File: src/eqsp_pkg.sv
`default_nettype none
package eqsp_pkg;
	localparam int addr_width = 7;
	localparam int data_width = 8;
	localparam int frame_bits = 16;
	localparam int cmd_bits = 8;
	localparam int reg_count = 5;
	localparam logic [6:0] general_control_offset = 7'h00;
	localparam logic [6:0] output_driver_setup_offset = 7'h01;
	localparam logic [6:0] launch_amplitude_trim_offset = 7'h02;
	localparam logic [6:0] cable_length_readout_offset = 7'h03;
	localparam logic [6:0] spare_offset = 7'h04;
	localparam int carrier_bit = 7;
	localparam int mute_bit = 6;
	localparam int bypass_bit = 5;
	localparam int sleep_lsb = 3;
	localparam int ext_reach_bit = 2;
	localparam int swing_lsb = 5;
	localparam int offset_lsb = 2;
	localparam int coarse_bit = 7;
	localparam int fine_lsb = 3;
	localparam int cable_lsb = 3;
	localparam logic [7:0] general_control_reset = 8'h08;
	localparam logic [7:0] output_driver_setup_reset = 8'h64;
	localparam logic [7:0] launch_amplitude_trim_reset = 8'h00;
	localparam logic [7:0] spare_reset = 8'h00;
	localparam logic [4:0] cable_max = 5'h19;
	localparam logic [1:0] sleep_always_on = 2'h0;
	localparam logic [1:0] sleep_auto = 2'h1;
	localparam logic [1:0] sleep_forced = 2'h2;
	typedef struct packed {
		logic sel_n;
		logic sck;
		logic mosi;
	} eqsp_serial_type;
	typedef struct packed {
		logic powered_down;
		logic outputs_muted;
		logic eq_bypassed;
		logic ext_reach;
		logic [2:0] swing_code;
		logic [2:0] offset_code;
		logic coarse_half;
		logic [3:0] fine_gain;
	} eqsp_analog_ctl_type;
endpackage
`default_nettype wire

File: src/eqsp_sync.sv
`timescale 1ns/10ps
`default_nettype none
module eqsp_sync #(
	parameter int width = 3
) (
	input wire logic clk,
	input wire logic rst,
	input wire logic [width-1:0] async_in,
	output logic [width-1:0] sync_out
);
	logic [width-1:0] stage1;
	logic [width-1:0] next_stage1;
	logic [width-1:0] next_sync_out;
	if (width < 1) begin : g_width_check
		$error("width too small");
	end
	always_comb begin
		next_stage1 = async_in;
		next_sync_out = stage1;
	end
	always_ff @(posedge clk) begin
		if (rst) begin
			stage1 <= '1;
			sync_out <= '1;
		end else begin
			stage1 <= next_stage1;
			sync_out <= next_sync_out;
		end
	end
endmodule
`default_nettype wire

File: src/eqsp_regs.sv
`timescale 1ns/10ps
`default_nettype none
module eqsp_regs #(
	parameter int depth = 5
) (
	input wire logic clk,
	input wire logic rst,
	input wire logic wr_en,
	input wire logic [6:0] wr_addr,
	input wire logic [7:0] wr_data,
	input wire logic rd_en,
	input wire logic [6:0] rd_addr,
	input wire logic carrier_present,
	input wire logic [4:0] cable_length_estimate,
	output logic [7:0] rd_data,
	output logic [7:0] general_control,
	output logic [7:0] output_driver_setup,
	output logic [7:0] launch_amplitude_trim
);
	logic [7:0] spare;
	logic [7:0] next_general_control;
	logic [7:0] next_output_driver_setup;
	logic [7:0] next_launch_amplitude_trim;
	logic [7:0] next_spare;
	logic [7:0] next_rd_data;
	logic [7:0] live_status;
	if (depth != eqsp_pkg::reg_count) begin : g_depth_check
		$error("depth must be five");
	end
	always_comb begin
		next_general_control = general_control;
		next_output_driver_setup = output_driver_setup;
		next_launch_amplitude_trim = launch_amplitude_trim;
		next_spare = spare;
		if (wr_en) begin
			case (wr_addr)
				eqsp_pkg::general_control_offset: begin
					next_general_control = {1'b0, wr_data[6:2], 2'h0};
				end
				eqsp_pkg::output_driver_setup_offset: begin
					next_output_driver_setup = {wr_data[7:2], 2'h0};
				end
				eqsp_pkg::launch_amplitude_trim_offset: begin
					next_launch_amplitude_trim = {wr_data[7:3], 3'h0};
				end
				eqsp_pkg::spare_offset: begin
					next_spare = wr_data;
				end
				default: begin
				end
			endcase
		end
		live_status = general_control;
		live_status[eqsp_pkg::carrier_bit] = carrier_present;
		next_rd_data = rd_data;
		if (rd_en) begin
			case (rd_addr)
				eqsp_pkg::general_control_offset: next_rd_data = live_status;
				eqsp_pkg::output_driver_setup_offset: next_rd_data = output_driver_setup;
				eqsp_pkg::launch_amplitude_trim_offset: next_rd_data = launch_amplitude_trim;
				eqsp_pkg::cable_length_readout_offset: begin
					next_rd_data = {cable_length_estimate, 3'h0};
				end
				eqsp_pkg::spare_offset: next_rd_data = spare;
				default: next_rd_data = 8'h00;
			endcase
		end
	end
	always_ff @(posedge clk) begin
		if (rst) begin
			general_control <= eqsp_pkg::general_control_reset;
			output_driver_setup <= eqsp_pkg::output_driver_setup_reset;
			launch_amplitude_trim <= eqsp_pkg::launch_amplitude_trim_reset;
			spare <= eqsp_pkg::spare_reset;
			rd_data <= 8'h00;
		end else begin
			general_control <= next_general_control;
			output_driver_setup <= next_output_driver_setup;
			launch_amplitude_trim <= next_launch_amplitude_trim;
			spare <= next_spare;
			rd_data <= next_rd_data;
		end
	end
endmodule
`default_nettype wire

File: src/eqsp_top.sv
`timescale 1ns/10ps
`default_nettype none
// Functional notes
// - serial port works only while mode select is high; else pin mode
// - five eight-bit registers reachable over the serial port
// - write frame: 0, seven address bits, eight data bits on mosi
// - mosi sampled on each rising sck edge of the command and write data bits
// - miso stays high impedance during write frames
// - read frame starts with 1 then seven address bits
// - read fetch after eighth rise; data out from eighth falling edge
// - swing code bits 7:5 of register 1, default 011
// - offset code bits 4:2 of register 1, default 001, any code up to 111 accepted
// - register 2 bit 7 coarse launch amplitude, 1 means half amplitude
// - register 2 bits 6:3 fine input gain trim
// - register 3 bits 7:3 cable length estimate, 0 to 25
// - register 0 bit 2 enables extended reach mode
// - extended reach off after reset
// - sleep field: 00 on, 01 auto, 10 forced, 11 reserved
// - register 0 bit 7 reads carrier detect state
// - sleep beats mute, mute beats bypass
// - forced sleep powers down whatever the input
module eqsp_top (
	input wire logic clk,
	input wire logic rst,
	input wire logic mode_select,
	input wire logic sel_n,
	input wire logic sck,
	input wire logic mosi,
	input wire logic carrier_present,
	input wire logic signal_present,
	input wire logic [4:0] cable_length_estimate,
	input wire logic pin_mute,
	input wire logic pin_bypass,
	input wire logic pin_auto_sleep,
	output logic miso_out,
	output logic miso_oe_n,
	output eqsp_pkg::eqsp_analog_ctl_type analog_ctl
);
	typedef enum logic [4:0] {
		st_idle = 5'b00001,
		st_cmd = 5'b00010,
		st_wdata = 5'b00100,
		st_rdata = 5'b01000,
		st_done = 5'b10000
	} eqsp_state_type;
	function automatic logic [1:0] eqsp_edges(input logic prev, input logic cur);
		eqsp_edges = {~prev & cur, prev & ~cur};
	endfunction
	function automatic logic [7:0] eqsp_shift(input logic [7:0] word, input logic bit_in);
		eqsp_shift = {word[6:0], bit_in};
	endfunction
	eqsp_pkg::eqsp_serial_type raw_pins;
	eqsp_pkg::eqsp_serial_type pins;
	logic spi_mode;
	logic [4:0] level_pins;
	logic [4:0] level_sync;
	logic carrier_sync;
	logic signal_sync;
	logic mute_sync;
	logic bypass_sync;
	logic auto_sleep_sync;
	logic [4:0] cable_sync;
	logic [4:0] cable_prev;
	logic [4:0] next_cable_prev;
	logic [4:0] cable_stable;
	logic [4:0] next_cable_stable;
	logic sck_prev;
	logic next_sck_prev;
	logic [1:0] sck_edge;
	eqsp_state_type state;
	eqsp_state_type next_state;
	logic [3:0] bit_count;
	logic [3:0] next_bit_count;
	logic [7:0] shift_in;
	logic [7:0] next_shift_in;
	logic [6:0] addr;
	logic [6:0] next_addr;
	logic [7:0] shift_out;
	logic [7:0] next_shift_out;
	logic load_pending;
	logic next_load_pending;
	logic next_miso_out;
	logic next_miso_oe_n;
	logic wr_en;
	logic rd_en;
	logic [7:0] rd_data;
	logic [7:0] general_control;
	logic [7:0] output_driver_setup;
	logic [7:0] launch_amplitude_trim;
	logic [4:0] cable_clamped;
	logic [1:0] sleep_code;
	logic eff_mute;
	logic eff_bypass;
	logic eff_sleep_req;
	eqsp_pkg::eqsp_analog_ctl_type next_analog_ctl;
	assign raw_pins = '{sel_n: sel_n, sck: sck, mosi: mosi};
	assign level_pins = {carrier_present, signal_present, pin_mute, pin_bypass, pin_auto_sleep};
	eqsp_sync #(.width(3)) u_serial_sync (
		.clk(clk),
		.rst(rst),
		.async_in(raw_pins),
		.sync_out(pins)
	);
	eqsp_sync #(.width(1)) u_mode_sync (
		.clk(clk),
		.rst(rst),
		.async_in(mode_select),
		.sync_out(spi_mode)
	);
	// status and pin-mode levels come from the analog side, unclocked
	eqsp_sync #(.width(5)) u_level_sync (
		.clk(clk),
		.rst(rst),
		.async_in(level_pins),
		.sync_out(level_sync)
	);
	assign carrier_sync = level_sync[4];
	assign signal_sync = level_sync[3];
	assign mute_sync = level_sync[2];
	assign bypass_sync = level_sync[1];
	assign auto_sleep_sync = level_sync[0];
	// estimate bits may settle apart; a word is taken only once
	// two samples in a row agree, so a torn word never gets read
	eqsp_sync #(.width(5)) u_cable_sync (
		.clk(clk),
		.rst(rst),
		.async_in(cable_length_estimate),
		.sync_out(cable_sync)
	);
	always_comb begin
		next_cable_prev = cable_sync;
		next_cable_stable = cable_stable;
		if (cable_sync == cable_prev) begin
			next_cable_stable = cable_sync;
		end
	end
	always_ff @(posedge clk) begin
		if (rst) begin
			cable_prev <= 5'h00;
			cable_stable <= 5'h00;
		end else begin
			cable_prev <= next_cable_prev;
			cable_stable <= next_cable_stable;
		end
	end
	assign sck_edge = eqsp_edges(sck_prev, pins.sck);
	assign cable_clamped = (cable_stable > eqsp_pkg::cable_max) ?
		eqsp_pkg::cable_max : cable_stable;
	eqsp_regs #(.depth(eqsp_pkg::reg_count)) u_regs (
		.clk(clk),
		.rst(rst),
		.wr_en(wr_en),
		.wr_addr(addr),
		.wr_data(next_shift_in),
		.rd_en(rd_en),
		.rd_addr(next_addr),
		.carrier_present(carrier_sync),
		.cable_length_estimate(cable_clamped),
		.rd_data(rd_data),
		.general_control(general_control),
		.output_driver_setup(output_driver_setup),
		.launch_amplitude_trim(launch_amplitude_trim)
	);
	// serial frame engine
	always_comb begin
		next_sck_prev = pins.sck;
		next_state = state;
		next_bit_count = bit_count;
		next_shift_in = shift_in;
		next_addr = addr;
		next_shift_out = shift_out;
		next_load_pending = 1'b0;
		next_miso_out = miso_out;
		next_miso_oe_n = miso_oe_n;
		wr_en = 1'b0;
		rd_en = 1'b0;
		if (!spi_mode || pins.sel_n) begin
			next_state = st_idle;
			next_bit_count = 4'h0;
			next_miso_oe_n = 1'b1;
			next_miso_out = 1'b0;
		end else begin
			case (state)
				st_idle: begin
					next_state = st_cmd;
					next_bit_count = 4'h0;
				end
				st_cmd: begin
					if (sck_edge[1]) begin
						next_shift_in = eqsp_shift(shift_in, pins.mosi);
						next_bit_count = bit_count + 4'h1;
						if (bit_count == 4'(eqsp_pkg::cmd_bits - 1)) begin
							next_addr = next_shift_in[6:0];
							next_bit_count = 4'h0;
							if (shift_in[6]) begin
								// fetch on the new address; data ready next clock
								rd_en = 1'b1;
								next_load_pending = 1'b1;
								next_state = st_rdata;
							end else begin
								next_state = st_wdata;
							end
						end
					end
				end
				st_wdata: begin
					if (sck_edge[1]) begin
						next_shift_in = eqsp_shift(shift_in, pins.mosi);
						next_bit_count = bit_count + 4'h1;
						if (bit_count == 4'(eqsp_pkg::frame_bits - eqsp_pkg::cmd_bits - 1)) begin
							wr_en = 1'b1;
							next_state = st_done;
							next_bit_count = 4'h0;
						end
					end
				end
				st_rdata: begin
					if (load_pending) begin
						next_shift_out = rd_data;
					end
					if (sck_edge[0] && bit_count < 4'(eqsp_pkg::data_width)) begin
						next_miso_oe_n = 1'b0;
						next_miso_out = load_pending ? rd_data[7] : shift_out[7];
						next_shift_out = eqsp_shift(load_pending ? rd_data : shift_out, 1'b0);
						next_bit_count = bit_count + 4'h1;
					end
				end
				st_done: begin
					// clocks beyond the frame are ignored until select rises
					next_state = st_done;
				end
				default: begin
					next_state = st_idle;
				end
			endcase
		end
	end
	always_ff @(posedge clk) begin
		if (rst) begin
			sck_prev <= 1'b0;
			state <= st_idle;
			bit_count <= 4'h0;
			shift_in <= 8'h00;
			addr <= 7'h00;
			shift_out <= 8'h00;
			load_pending <= 1'b0;
			miso_out <= 1'b0;
			miso_oe_n <= 1'b1;
		end else begin
			sck_prev <= next_sck_prev;
			state <= next_state;
			bit_count <= next_bit_count;
			shift_in <= next_shift_in;
			addr <= next_addr;
			shift_out <= next_shift_out;
			load_pending <= next_load_pending;
			miso_out <= next_miso_out;
			miso_oe_n <= next_miso_oe_n;
		end
	end
	// analog control decode
	always_comb begin
		sleep_code = general_control[eqsp_pkg::sleep_lsb +: 2];
		eff_mute = spi_mode ? general_control[eqsp_pkg::mute_bit] : mute_sync;
		eff_bypass = spi_mode ? general_control[eqsp_pkg::bypass_bit] : bypass_sync;
		if (!spi_mode) begin
			eff_sleep_req = auto_sleep_sync && !signal_sync;
		end else begin
			case (sleep_code)
				eqsp_pkg::sleep_always_on: eff_sleep_req = 1'b0;
				eqsp_pkg::sleep_auto: eff_sleep_req = !signal_sync;
				eqsp_pkg::sleep_forced: eff_sleep_req = 1'b1;
				default: eff_sleep_req = 1'b0;
			endcase
		end
		next_analog_ctl.powered_down = eff_sleep_req;
		next_analog_ctl.outputs_muted = !eff_sleep_req && eff_mute;
		next_analog_ctl.eq_bypassed = !eff_sleep_req && !eff_mute && eff_bypass;
		next_analog_ctl.ext_reach = spi_mode && general_control[eqsp_pkg::ext_reach_bit];
		next_analog_ctl.swing_code = spi_mode ? output_driver_setup[eqsp_pkg::swing_lsb +: 3] :
			eqsp_pkg::output_driver_setup_reset[eqsp_pkg::swing_lsb +: 3];
		next_analog_ctl.offset_code = spi_mode ? output_driver_setup[eqsp_pkg::offset_lsb +: 3] :
			eqsp_pkg::output_driver_setup_reset[eqsp_pkg::offset_lsb +: 3];
		next_analog_ctl.coarse_half = spi_mode && launch_amplitude_trim[eqsp_pkg::coarse_bit];
		next_analog_ctl.fine_gain = spi_mode ? launch_amplitude_trim[eqsp_pkg::fine_lsb +: 4] :
			4'h0;
	end
	always_ff @(posedge clk) begin
		if (rst) begin
			analog_ctl <= '0;
		end else begin
			analog_ctl <= next_analog_ctl;
		end
	end
endmodule
`default_nettype wire

File: config.mk
export PLATFORM = sky130hd
export DESIGN_NAME = eqsp_top
export DESIGN_NICKNAME = d
export VERILOG_FILES = /design/src/eqsp_pkg.sv /design/src/eqsp_sync.sv /design/src/eqsp_regs.sv /design/src/eqsp_top.sv
export SDC_FILE = /design/constraint.sdc
export NUM_CORES = 1
export LEC_CHECK = 0
export BUFFER_PORTS_ARGS = -buffer_cell sky130_fd_sc_hd__buf_2
export CAP_MARGIN = 10
export CORE_ASPECT_RATIO = 0.5
export CORE_MARGIN = 2
export CORE_UTILIZATION = 54
export DETAILED_ROUTE_END_ITERATION = 8
export GPL_ROUTABILITY_DRIVEN = 0
export PLACE_DENSITY = 0.76
export RECOVER_POWER = 50
export SLEW_MARGIN = 25
export SYNTH_ARGS = -nofsm -noshare
export SYNTH_HDL_FRONTEND = slang
export SYNTH_HIERARCHICAL = 1
export SYNTH_SLANG_ARGS = --single-unit
File: constraint.sdc
create_clock -name clk -period 2.8 [get_ports clk]
set_input_delay 0.28 -clock clk [delete_from_list [all_inputs] [get_ports clk]]
set_output_delay 0.28 -clock clk [all_outputs]
set_load 0.01 [all_outputs]
## Yosys cells after proc, flatten, opt, wreduce, memory -nomap -nowiden

Cells that the tools add are included.

- Reduce and logical (&&, ||, !) cells: 28
- Bitwise gates (word level): 7
- Multiplexer cells: 37
- Eq/ne operators: 22
- Add/subtract/negate cells: 1
- Order comparisons: 2

Operator list:

| operator | number |
|---|---|
| $mux W8 | 5 |
| $pmux W8 S5 | 1 |
| $mux W7 | 4 |
| $mux W5 | 5 |
| $pmux W5 S5 | 1 |
| $eq A7 B2 Y1 const B | 3 |
| $mux W4 | 4 |
| $eq A7 B1 Y1 const B | 2 |
| $eq A7 B3 Y1 const B | 2 |
| $logic_not A7 Y1 | 2 |
| $mux W1 | 14 |
| $pmux W4 S3 | 1 |
| $reduce_and A2 Y1 | 6 |
| $ne A2 B2 Y1 const B | 5 |
| $logic_and A1 B1 Y1 | 7 |
| $reduce_and A3 Y1 | 2 |
| $reduce_or A2 Y1 | 3 |
| $eq A5 B1 Y1 const B | 1 |
| $eq A5 B2 Y1 const B | 1 |
| $eq A5 B3 Y1 const B | 1 |
| $eq A5 B4 Y1 const B | 1 |
| $eq A5 B5 Y1 | 1 |
| $eq A5 B5 Y1 const B | 1 |
| $gt A5 B5 Y1 const B | 1 |
| 15 further kinds | 23 |

- Word-level logic and storage cells: 132
- Bits of input ports: 16
- Bits in registers: 121
- Output and inout bits: 17

## Longest topological paths before layout

Gate-level depths: netlist of the first run.

- Depth after elaboration: 7
- Mapped depth: 11
- Mapped depth without buffers: 9

## Modules after synthesis

The synthesis of the first run kept the hierarchy.

By module, submodules not included:

| module | times used | seq. area each (sq um) | area an instance (sq um) | cells each |
|---|---|---|---|---|
| eqsp_top | 1 | 1,221.2 | 2,631.3 | 267 |
| eqsp_regs | 1 | 640.6 | 1,541.5 | 167 |
| eqsp_sync (u_cable_sync ...) | 2 | 200.2 | 262.8 | 20 |
| eqsp_sync (u_serial_sync) | 1 | 120.1 | 157.7 | 12 |
| eqsp_sync (u_mode_sync) | 1 | 40.0 | 52.6 | 4 |

## Least setup slack after synthesis of the first run

OpenSTA, ideal clock, no wires.

- Path type: register to register
- Start point: register bit_count[0]
- End point: register u_regs.rd_data[3]
- Library setup time: 0.086 ns
- Slack: -0.253 ns
- Required time: 2.714 ns
- Path buffers: 1
- Stages on the path, launching flop included: 11
- Arrival time: 2.967 ns
- Cells stage by stage: dfxtp_1 > ha_1 > nand3b_1 > or3_1 > or2_1 > clkbuf_1 > mux2_1 > or4b_4 > nor4_4 > a221oi_1 > a211oi_1

- Cells in the longest elaborated chain, start to end: 7
- Elaborated cells between the ends (all ways): 15
- Classes of those cells: eq/ne: 5; mux: 9; reduce/logical: 1

RTL lines:

| element | RTL line | source |
|---|---|---|
| from (decl) | eqsp_top.sv:72 | `logic [3:0] bit_count;` |
| from (signal assigned) | eqsp_top.sv:252 | `bit_count <= next_bit_count;` |
| $eq A4 B3 Y1 * | eqsp_top.sv:192 | `if (bit_count == 4'(eqsp_pkg::cmd_bits - 1)) begin` |
| $mux W7 * | eqsp_top.sv:192 |  |
| $mux W7 * | eqsp_top.sv:189 | `if (sck_edge[1]) begin` |
| $mux W7 * | eqsp_top.sv:183 | `case (state)` |
| $mux W7 * | eqsp_top.sv:177 | `if (!spi_mode \|\| pins.sel_n) begin` |
| named net next_addr[4] | eqsp_top.sv:77 | `logic [6:0] next_addr;` |
| $eq A7 B3 Y1, or another cell as far along | eqsp_regs.sv:57 | `case (rd_addr)` |
| $pmux W8 S5 * | eqsp_regs.sv:57 |  |
| to (signal assigned) | eqsp_regs.sv:81 | `rd_data <= next_rd_data;` |
| to (decl) | eqsp_regs.sv:15 | `output logic [7:0] rd_data,` |

Mark *: on every way through the listed nets, which the timed path passes. The rest lies on a longest branch.
A chain may end at the register's enable or synchronous reset.

## Worst setup path in the final report of the first run

- Start point: register bit_count[1]
- End point: register u_regs.rd_data[6]

Same word-level chain as after synthesis.

==> reports/results.tsv, run 1 <==
stage	metric	value	unit
outcome	outcome	complete, but fails checks	
outcome	failing checks	max-capacitance violations, max-slew violations, negative setup slack	
final_layout	fin nets	567	
global_route	number of global-route vias before repair	3388	
final_layout	layout cells sized above 1	21.2	%
power_and_ir_drop	pwr/cell area	669	mW/mm^2
place	dpl ws	-0.218	ns
worst_setup_path	CP Cell Sequence	ha_4 > nand3b_1 > or3_4 > or2_4 > mux2_4 > or4_4 > buf_4 > nor3_2 > a221oi_1 > a211oi_1	
drt	DR vias	3638	
final_layout	# diodes	0	
global_route	GRT Util Overall	22.9	%
worst_setup_path	CP peak stage delay	0.58	ns
worst_setup_path	CP Max Fanout	6	
synthesis	Syn Area/Cell	10.1	um^2
drt	met3 routed wirelength	478	um
floorplanning	die area	0.00979	mm^2
worst_setup_path	Worst Path Arrival	3.26	ns
worst_setup_path	Req. time, crit path	3.12	ns
floorplanning	die width	138	um
worst_setup_path	critical path class	flop to flop	
floorplanning	Die Height	71.0	um
drt	# DRC	0	
synthesis	cells after synthesis	481	
worst_setup_path	Crit-path slowest cell	or4_4	
place	Port Buffers	32	
sta	final hold slack	0.0407	ns
worst_setup_path	Worst Setup End Kind	flop	
drt	drt total wl	10.3	mm
global_route	initial antenna violation count	0	
sta	setup clock skew after layout	0.00564	ns
clock_network	Worst-Skew Late Latency	0.41	ns
clock_network	Reg clk slew, reported paths	0.05	ns
final_layout	Layout area overhead	23.0	%
clock_network	total CTS buffers	17	
place	Detailed Place HPWL	6.95	mm
drt	WL met1	4.93	mm
worst_setup_path	CP Launch Type	flop	
clock_network	clock sinks	121	
drt	DR vias/cell	5.37	
global_route	first-pass GRT wire length	16.9	mm
floorplanning	Initial Util	55.6	%
sta	Hold Fails Final Rpt	0	
drt	post-DR wirelength/cell	15.2	um
power_and_ir_drop	Max VDD drop	0.430	mV
sta	worst setup margin	-0.139	ns
power_and_ir_drop	Leak	2.47	nW
sta	FMAX	340	MHz
global_route	largest net degree at the start of global routing	40	
sta	final count of pins violating max slew	40	
sta	Worst Tran Pin Value	1.52	ns
drt	Initial DRT Pass Iterations	5	
sta	Rel. slew slack	-1.56	%
final_layout	Core Util, Final	68.4	%
hold_path	worst min path class	input pin to flop	
sta	period utilization	105	%
clock_network	root buf cell	clkbuf_16	
clock_network	H-tree depth	4	
global_route	Overflow after GRT	0	
drt	Iter 0 DRT Violations	325	
floorplanning	area of the core	0.00871	mm^2
synthesis	Mapped Area	0.00484	mm^2
sta	Final setup viols	8	
floorplanning	row count	24	
sta	Tmin final	2.94	ns
floorplanning	Top Ports	33	
sta	RSZ-0062 raised after global routing	true	
drt	met2 wire len	4.70	mm
drt	DRT antenna net count	0	
clock_network	clock buffer depth	2	
clock_network	CTS tree	done	
synthesis	Yosys warning total	6	
synthesis	syn_nets	500	
drt	Top Layer Used	met4	
job	max_cap viols	1	
==> worst paths after layout <==
check                                      startpoint                                        to  slack (ns)  cells after the start
max                         bit_count[1]$_SDFFE_PP0P_            u_regs/rd_data[6]$_SDFFE_PP0P_       -0.14                     10
min                          cable_length_estimate[4]  u_cable_sync/next_sync_out[4]$_SDFF_PP1_        0.04                      2
max reg2reg                 bit_count[1]$_SDFFE_PP0P_            u_regs/rd_data[6]$_SDFFE_PP0P_       -0.14                     10
min reg2reg  u_level_sync/next_sync_out[4]$_SDFF_PP1_       u_level_sync/sync_out[4]$_SDFF_PP1_        0.40                      1
==> power by group <==
group | leakage (nW) | total, mW | internal [mW] | switching [mW]
combinational | 1.20 | 0.0970 | 0.0417 | 0.0554
clock | 0.277 | 2.13 | 1.36 | 0.768
sequential | 0.986 | 1.76 | 1.75 | 0.0117
==> timing repair <==
item,in CTS,in global routing
hold endpoints to repair,0,0
endpoints found under the setup margin,8,8
hold buffers,0,0
buffers inserted,5,0
resized for setup,1,3
pin swaps,8,8
==> cell usage in the layout (no fill, tap or decap), drive strengths merged, types with 3 or more instances in the layout <==
| cell | instances |
|---|---|
| nand3 | 13 |
| nand2 | 21 |
| clkinvlp | 3 |
| buf | 49 |
| mux2i | 35 |
| nor3 | 14 |
| xnor2 | 4 |
| dfxtp | 121 |
| mux4 | 6 |
| ha | 3 |
| and2 | 11 |
| nor2 | 58 |
| nor4 | 4 |
| or2 | 30 |
| or3 | 4 |
| o21ai | 6 |
| nand2b | 7 |
| clkbuf | 43 |
| mux2 | 20 |
| nor2b | 22 |
| inv | 15 |
| clkinv | 4 |
| a211o | 3 |
| xor2 | 4 |
| nand3b | 3 |
| a21oi | 17 |
| a211oi | 4 |
| a221oi | 5 |
==> flip-flops by register name, summed over array words and instances (netlist names), 6 cells and up <==
signal                      cells
u_regs/output_driver_setup      6
u_regs/spare                    8
u_regs/rd_data                  8
shift_in                        8
addr                            7
shift_out                       8
analog_ctl                     15
==> layer usage <==
layer,vias to the layer above,track usage (%)
met1,1730,30.7
met3,22,7.17
met4,0,8.96
li1,1796,-
met2,90,34.8
met5,-,0
==> stage by stage <==
stage / TNS, ns / std cells / total power, mW / instance area (um^2)
floorplan: -0.537 / 481 / 1.86 / 4900
CTS: -1.00 / 678 / 4.02 / 5970
detailed placement: -1.22 / 641 / 1.90 / 5350
global placement: -0.516 / 641 / 1.90 / 5350
finish: -0.588 / 678 / 3.99 / 5960
global route: -1.46 / 678 / 4.11 / 5960
==> cell type report <==
cell class | count | area, um^2
fillers | 683 | 2750
clock inverters | 10 | 119
clock buffers | 22 | 464
multi-input cells | 324 | 2340
flip-flops and latches | 121 | 2420
well taps | 117 | 146
inverters | 14 | 52.6
repair buffers | 70 | 413
==> worst max-delay path: cells and delay by family, from the launching register on <==
family | cells | cell delay (ns)
simple gates | 5 | 1.54
flops | 1 | 0.35
mux | 1 | 0.32
compound gates | 2 | 0.32
buf+inv | 1 | 0.18
fa+ha+maj | 1 | 0.13
(Power assumes the default switching activity.)
==> run 2: changes to the inputs <==
--- a/config.mk
+++ b/config.mk
@@ -8,7 +8,6 @@
 export BUFFER_PORTS_ARGS = -buffer_cell sky130_fd_sc_hd__buf_2
 export CAP_MARGIN = 10
 export CORE_ASPECT_RATIO = 0.5
-export CORE_MARGIN = 2
 export CORE_UTILIZATION = 54
 export DETAILED_ROUTE_END_ITERATION = 8
 export GPL_ROUTABILITY_DRIVEN = 0
==> reports/results.tsv, run 2 (same netlist as run 1, synthesis figures left out) <==
stage	metric	value	unit	change
outcome	outcome	complete, but fails checks		unchanged
outcome	failing checks	negative setup slack		was max-capacitance violations, max-slew violations, negative setup slack
power_and_ir_drop	clock group share of total power	55.2	%	was 53.3%
worst_setup_path	CP Launch Type	flop		unchanged
floorplanning	row count	23		was 24
worst_setup_path	Worst Setup End Kind	flop		unchanged
hold_path	Hold Crit Start	pin_bypass		was cable_length_estimate[4]
floorplanning	Die Height	69.0	um	was 71.0 um
sta	FMAX	343	MHz	was 340 MHz
place	Detailed Place HPWL	6.83	mm	was 6.95 mm
floorplanning	area of the core	0.00835	mm^2	was 0.00871 mm^2
global_route	number of global-route vias before repair	3424		was 3388
worst_setup_path	CP Max Fanout	6		unchanged
worst_setup_path	crit path buf inv count	1		unchanged
place	dpl cells	631		was 641
clock_network	CTS tree	done		unchanged
clock_network	Worst-Skew Late Latency	0.41	ns	about the same
sta	final count of pins violating max slew	0		was 40
power_and_ir_drop	Psw	838	uW	was 835 uW
sta	Final setup viols	8		unchanged
clock_network	total CTS buffers	17		unchanged
drt	post-DR wirelength/cell	15.9	um	was 15.2 um
worst_setup_path	Crit-path slowest cell	or4_4		unchanged
floorplanning	Top Ports	33		unchanged
global_route	GRT Util Overall	24.7	%	was 22.9%
final_layout	fin nets	566		was 567
clock_network	H-tree depth	4		unchanged
final_layout	most frequent cells in the layout	dfxtp_1 (119), nor2_1 (58), mux2i_1 (35), buf_4 (30), or2_1 (26)		was dfxtp_1 (119), nor2_1 (58), mux2i_1 (35), buf_4 (34), or2_1 (27)
worst_setup_path	CP Cell Sequence	ha_4 > nand3b_1 > or3_4 > or2_4 > mux2_4 > or4_4 > nor3_4 > buf_6 > a21oi_2 > a311oi_1		was ha_4 > nand3b_1 > or3_4 > or2_4 > mux2_4 > or4_4 > buf_4 > nor3_2 > a221oi_1 > a211oi_1
final_layout	final non-filler cell total	671		was 678
worst_setup_path	CP delay by family, top	simple AND/OR/NAND/NOR gates		unchanged
final_layout	area of the multi-input gates	0.00238	mm^2	was 0.00234 mm^2
sta	worst setup margin	-0.118	ns	was -0.139 ns
global_route	initial antenna violation count	0		unchanged
worst_setup_path	Worst Path Arrival	3.24	ns	was 3.26 ns
floorplanning	die area	0.00938	mm^2	was 0.00979 mm^2
job	max_cap viols	0		was 1
worst_setup_path	CP peak stage delay	0.57	ns	was 0.58 ns
final_layout	# diodes	0		unchanged
hold_path	worst min path class	input pin to flop		unchanged
worst_setup_path	critical path class	flop to flop		unchanged
worst_setup_path	Setup crit start	bit_count[1]$_SDFFE_PP0P_		unchanged
drt	drt total wl	10.6	mm	was 10.3 mm
clock_network	clock sinks	121		unchanged
global_route	largest net degree at the start of global routing	30		was 40
floorplanning	Initial Util	58.1	%	was 55.6%
floorplanning	die width	136	um	was 138 um
final_layout	max reg flops	15		unchanged
drt	DR vias/cell	5.45		was 5.37
clock_network	clock buffer depth	2		unchanged
drt	Initial DRT Pass Iterations	5		unchanged
power_and_ir_drop	pwr/cell area	690	mW/mm^2	was 669 mW/mm^2
sta	Rel. slew slack	29.3	%	was -1.56%
sta	Worst Tran Pin Value	1.06	ns	was 1.52 ns
worst_setup_path	FF-to-FF Start	bit_count[1]$_SDFFE_PP0P_		unchanged
clock_network	Reg clk slew, reported paths	0.05	ns	about the same
power_and_ir_drop	combinational share of power	2.3	%	was 2.4%
drt	DRT antenna net count	0		unchanged
place	Port Buffers	32		unchanged
final_layout	Layout area overhead	24.6	%	was 23.0%
final_layout	fill cell count	614		was 683
sta	Hold Fails Final Rpt	0		unchanged
worst_setup_path	Req. time, crit path	3.12	ns	about the same
drt	# DRC	0		unchanged
sta	setup clock skew after layout	0.00868	ns	was 0.00564 ns
clock_network	root buf cell	clkbuf_16		unchanged
global_route	first-pass GRT wire length	16.9	mm	unchanged
final_layout	layout cells sized above 1	22.2	%	was 21.2%
final_layout	Register Area	0.00242	mm^2	unchanged
power_and_ir_drop	switch share	20.1	%	was 20.9%
sta	final hold slack	0.0420	ns	was 0.0407 ns
sta	period utilization	104	%	was 105%
sta	RSZ-0062 raised after global routing	true		unchanged
drt	Iter 0 DRT Violations	245		was 325
power_and_ir_drop	Max VDD drop	0.621	mV	was 0.430 mV
sta	Tmin final	2.92	ns	was 2.94 ns
global_route	Overflow after GRT	0		unchanged
power_and_ir_drop	sequential power share	42.4	%	was 44.3%
final_layout	Biggest register	analog_ctl		unchanged
power_and_ir_drop	internal power	3.32	mW	was 3.15 mW
final_layout	commonest non-fill, non-tap cell in the layout	dfxtp_1		unchanged
drt	DR vias	3657		was 3638
power_and_ir_drop	Leak	2.50	nW	was 2.47 nW
-- run 2: cell types whose count changed in the layout (fill, tap and decap cells not counted), sizes merged --
cell / change
buf: -1
clkbuf: -2
clkinv: +1
clkinvlp: -1
bufinv: +2
inv: -1
-- run 2: path summary, 6_finish.rpt --
kind                                         endpoint  slack, ns  depth (start not counted)
max                    u_regs/rd_data[7]$_SDFFE_PP0P_      -0.12                         10
min          u_level_sync/next_sync_out[1]$_SDFF_PP1_       0.04                          2
max reg2reg            u_regs/rd_data[7]$_SDFFE_PP0P_      -0.12                         10
min reg2reg       u_level_sync/sync_out[3]$_SDFF_PP1_       0.40                          1
-- run 2: metrics by stage --
step / utilization (%) / instance area (um^2) / setup WS, ns / power, mW / TNS (ns)
2_1_floorplan: - / 4900 / -0.103 / 1.86 / -0.537
3_3_place_gp: 63.6 / 5310 / -0.106 / 1.90 / -0.514
3_5_place_dp: 63.6 / 5310 / -0.222 / 1.90 / -1.12
4_1_cts: 71.9 / 6000 / -0.119 / 4.19 / -0.575
5_1_grt: 72.3 / 6030 / -0.233 / 4.28 / -1.57
6_report: 72.3 / 6030 / -0.118 / 4.16 / -0.730
-- run 2: area by class of cell --
cell class / instances / share of cell area [%]
Tap cell: 112 / 2.32
Clock buffer: 20 / 7.57
Clock inverter: 11 / 2.84
Multi-Input combinational cell: 324 / 39.4
Timing Repair Buffer: 69 / 6.84
Sequential cell: 121 / 40.2
Inverter: 14 / 0.871
-- run 2: power groups by stage --
| stage | logic [mW] | clock network (mW) | registers, mW |
|---|---|---|---|
| floorplan | 0.0598 | 0 | 1.80 |
| global placement | 0.0968 | 0 | 1.80 |
| detailed placement | 0.0991 | 0 | 1.80 |
| CTS | 0.100 | 2.32 | 1.77 |
| global route | 0.108 | 2.40 | 1.77 |
| finish | 0.0973 | 2.30 | 1.77 |
-- run 2: per-layer routing --
| layer | track usage (%) | share of wire [%] | vias up | wire, um |
|---|---|---|---|---|
| li1 | - | - | 1797 | - |
| met1 | 29.9 | 47 | 1738 | 5000 |
| met2 | 42.1 | 47 | 97 | 4990 |
| met3 | 6.51 | 4.4 | 25 | 463 |
| met4 | 11.4 | 1.8 | 0 | 195 |
| met5 | 0 | 0 | - | 0 |
-- run 2: worst register-to-register path, stage by stage, from the launching register on --
cell      delay [ns]
dfxtp_2         0.35
ha_4            0.13
nand3b_1        0.11
or3_4           0.35
or2_4           0.29
mux2_4          0.33
or4_4           0.57
nor3_4          0.27
buf_6           0.14
a21oi_2         0.04
a311oi_1        0.24
-- run 2: repair_timing --
item / in CTS / in global routing
pin swaps: 9 / 5
setup endpoints to repair: 8 / 20
hold buffers: 0 / 0
buffers inserted: 6 / 3
gates resized for setup: 5 / 9
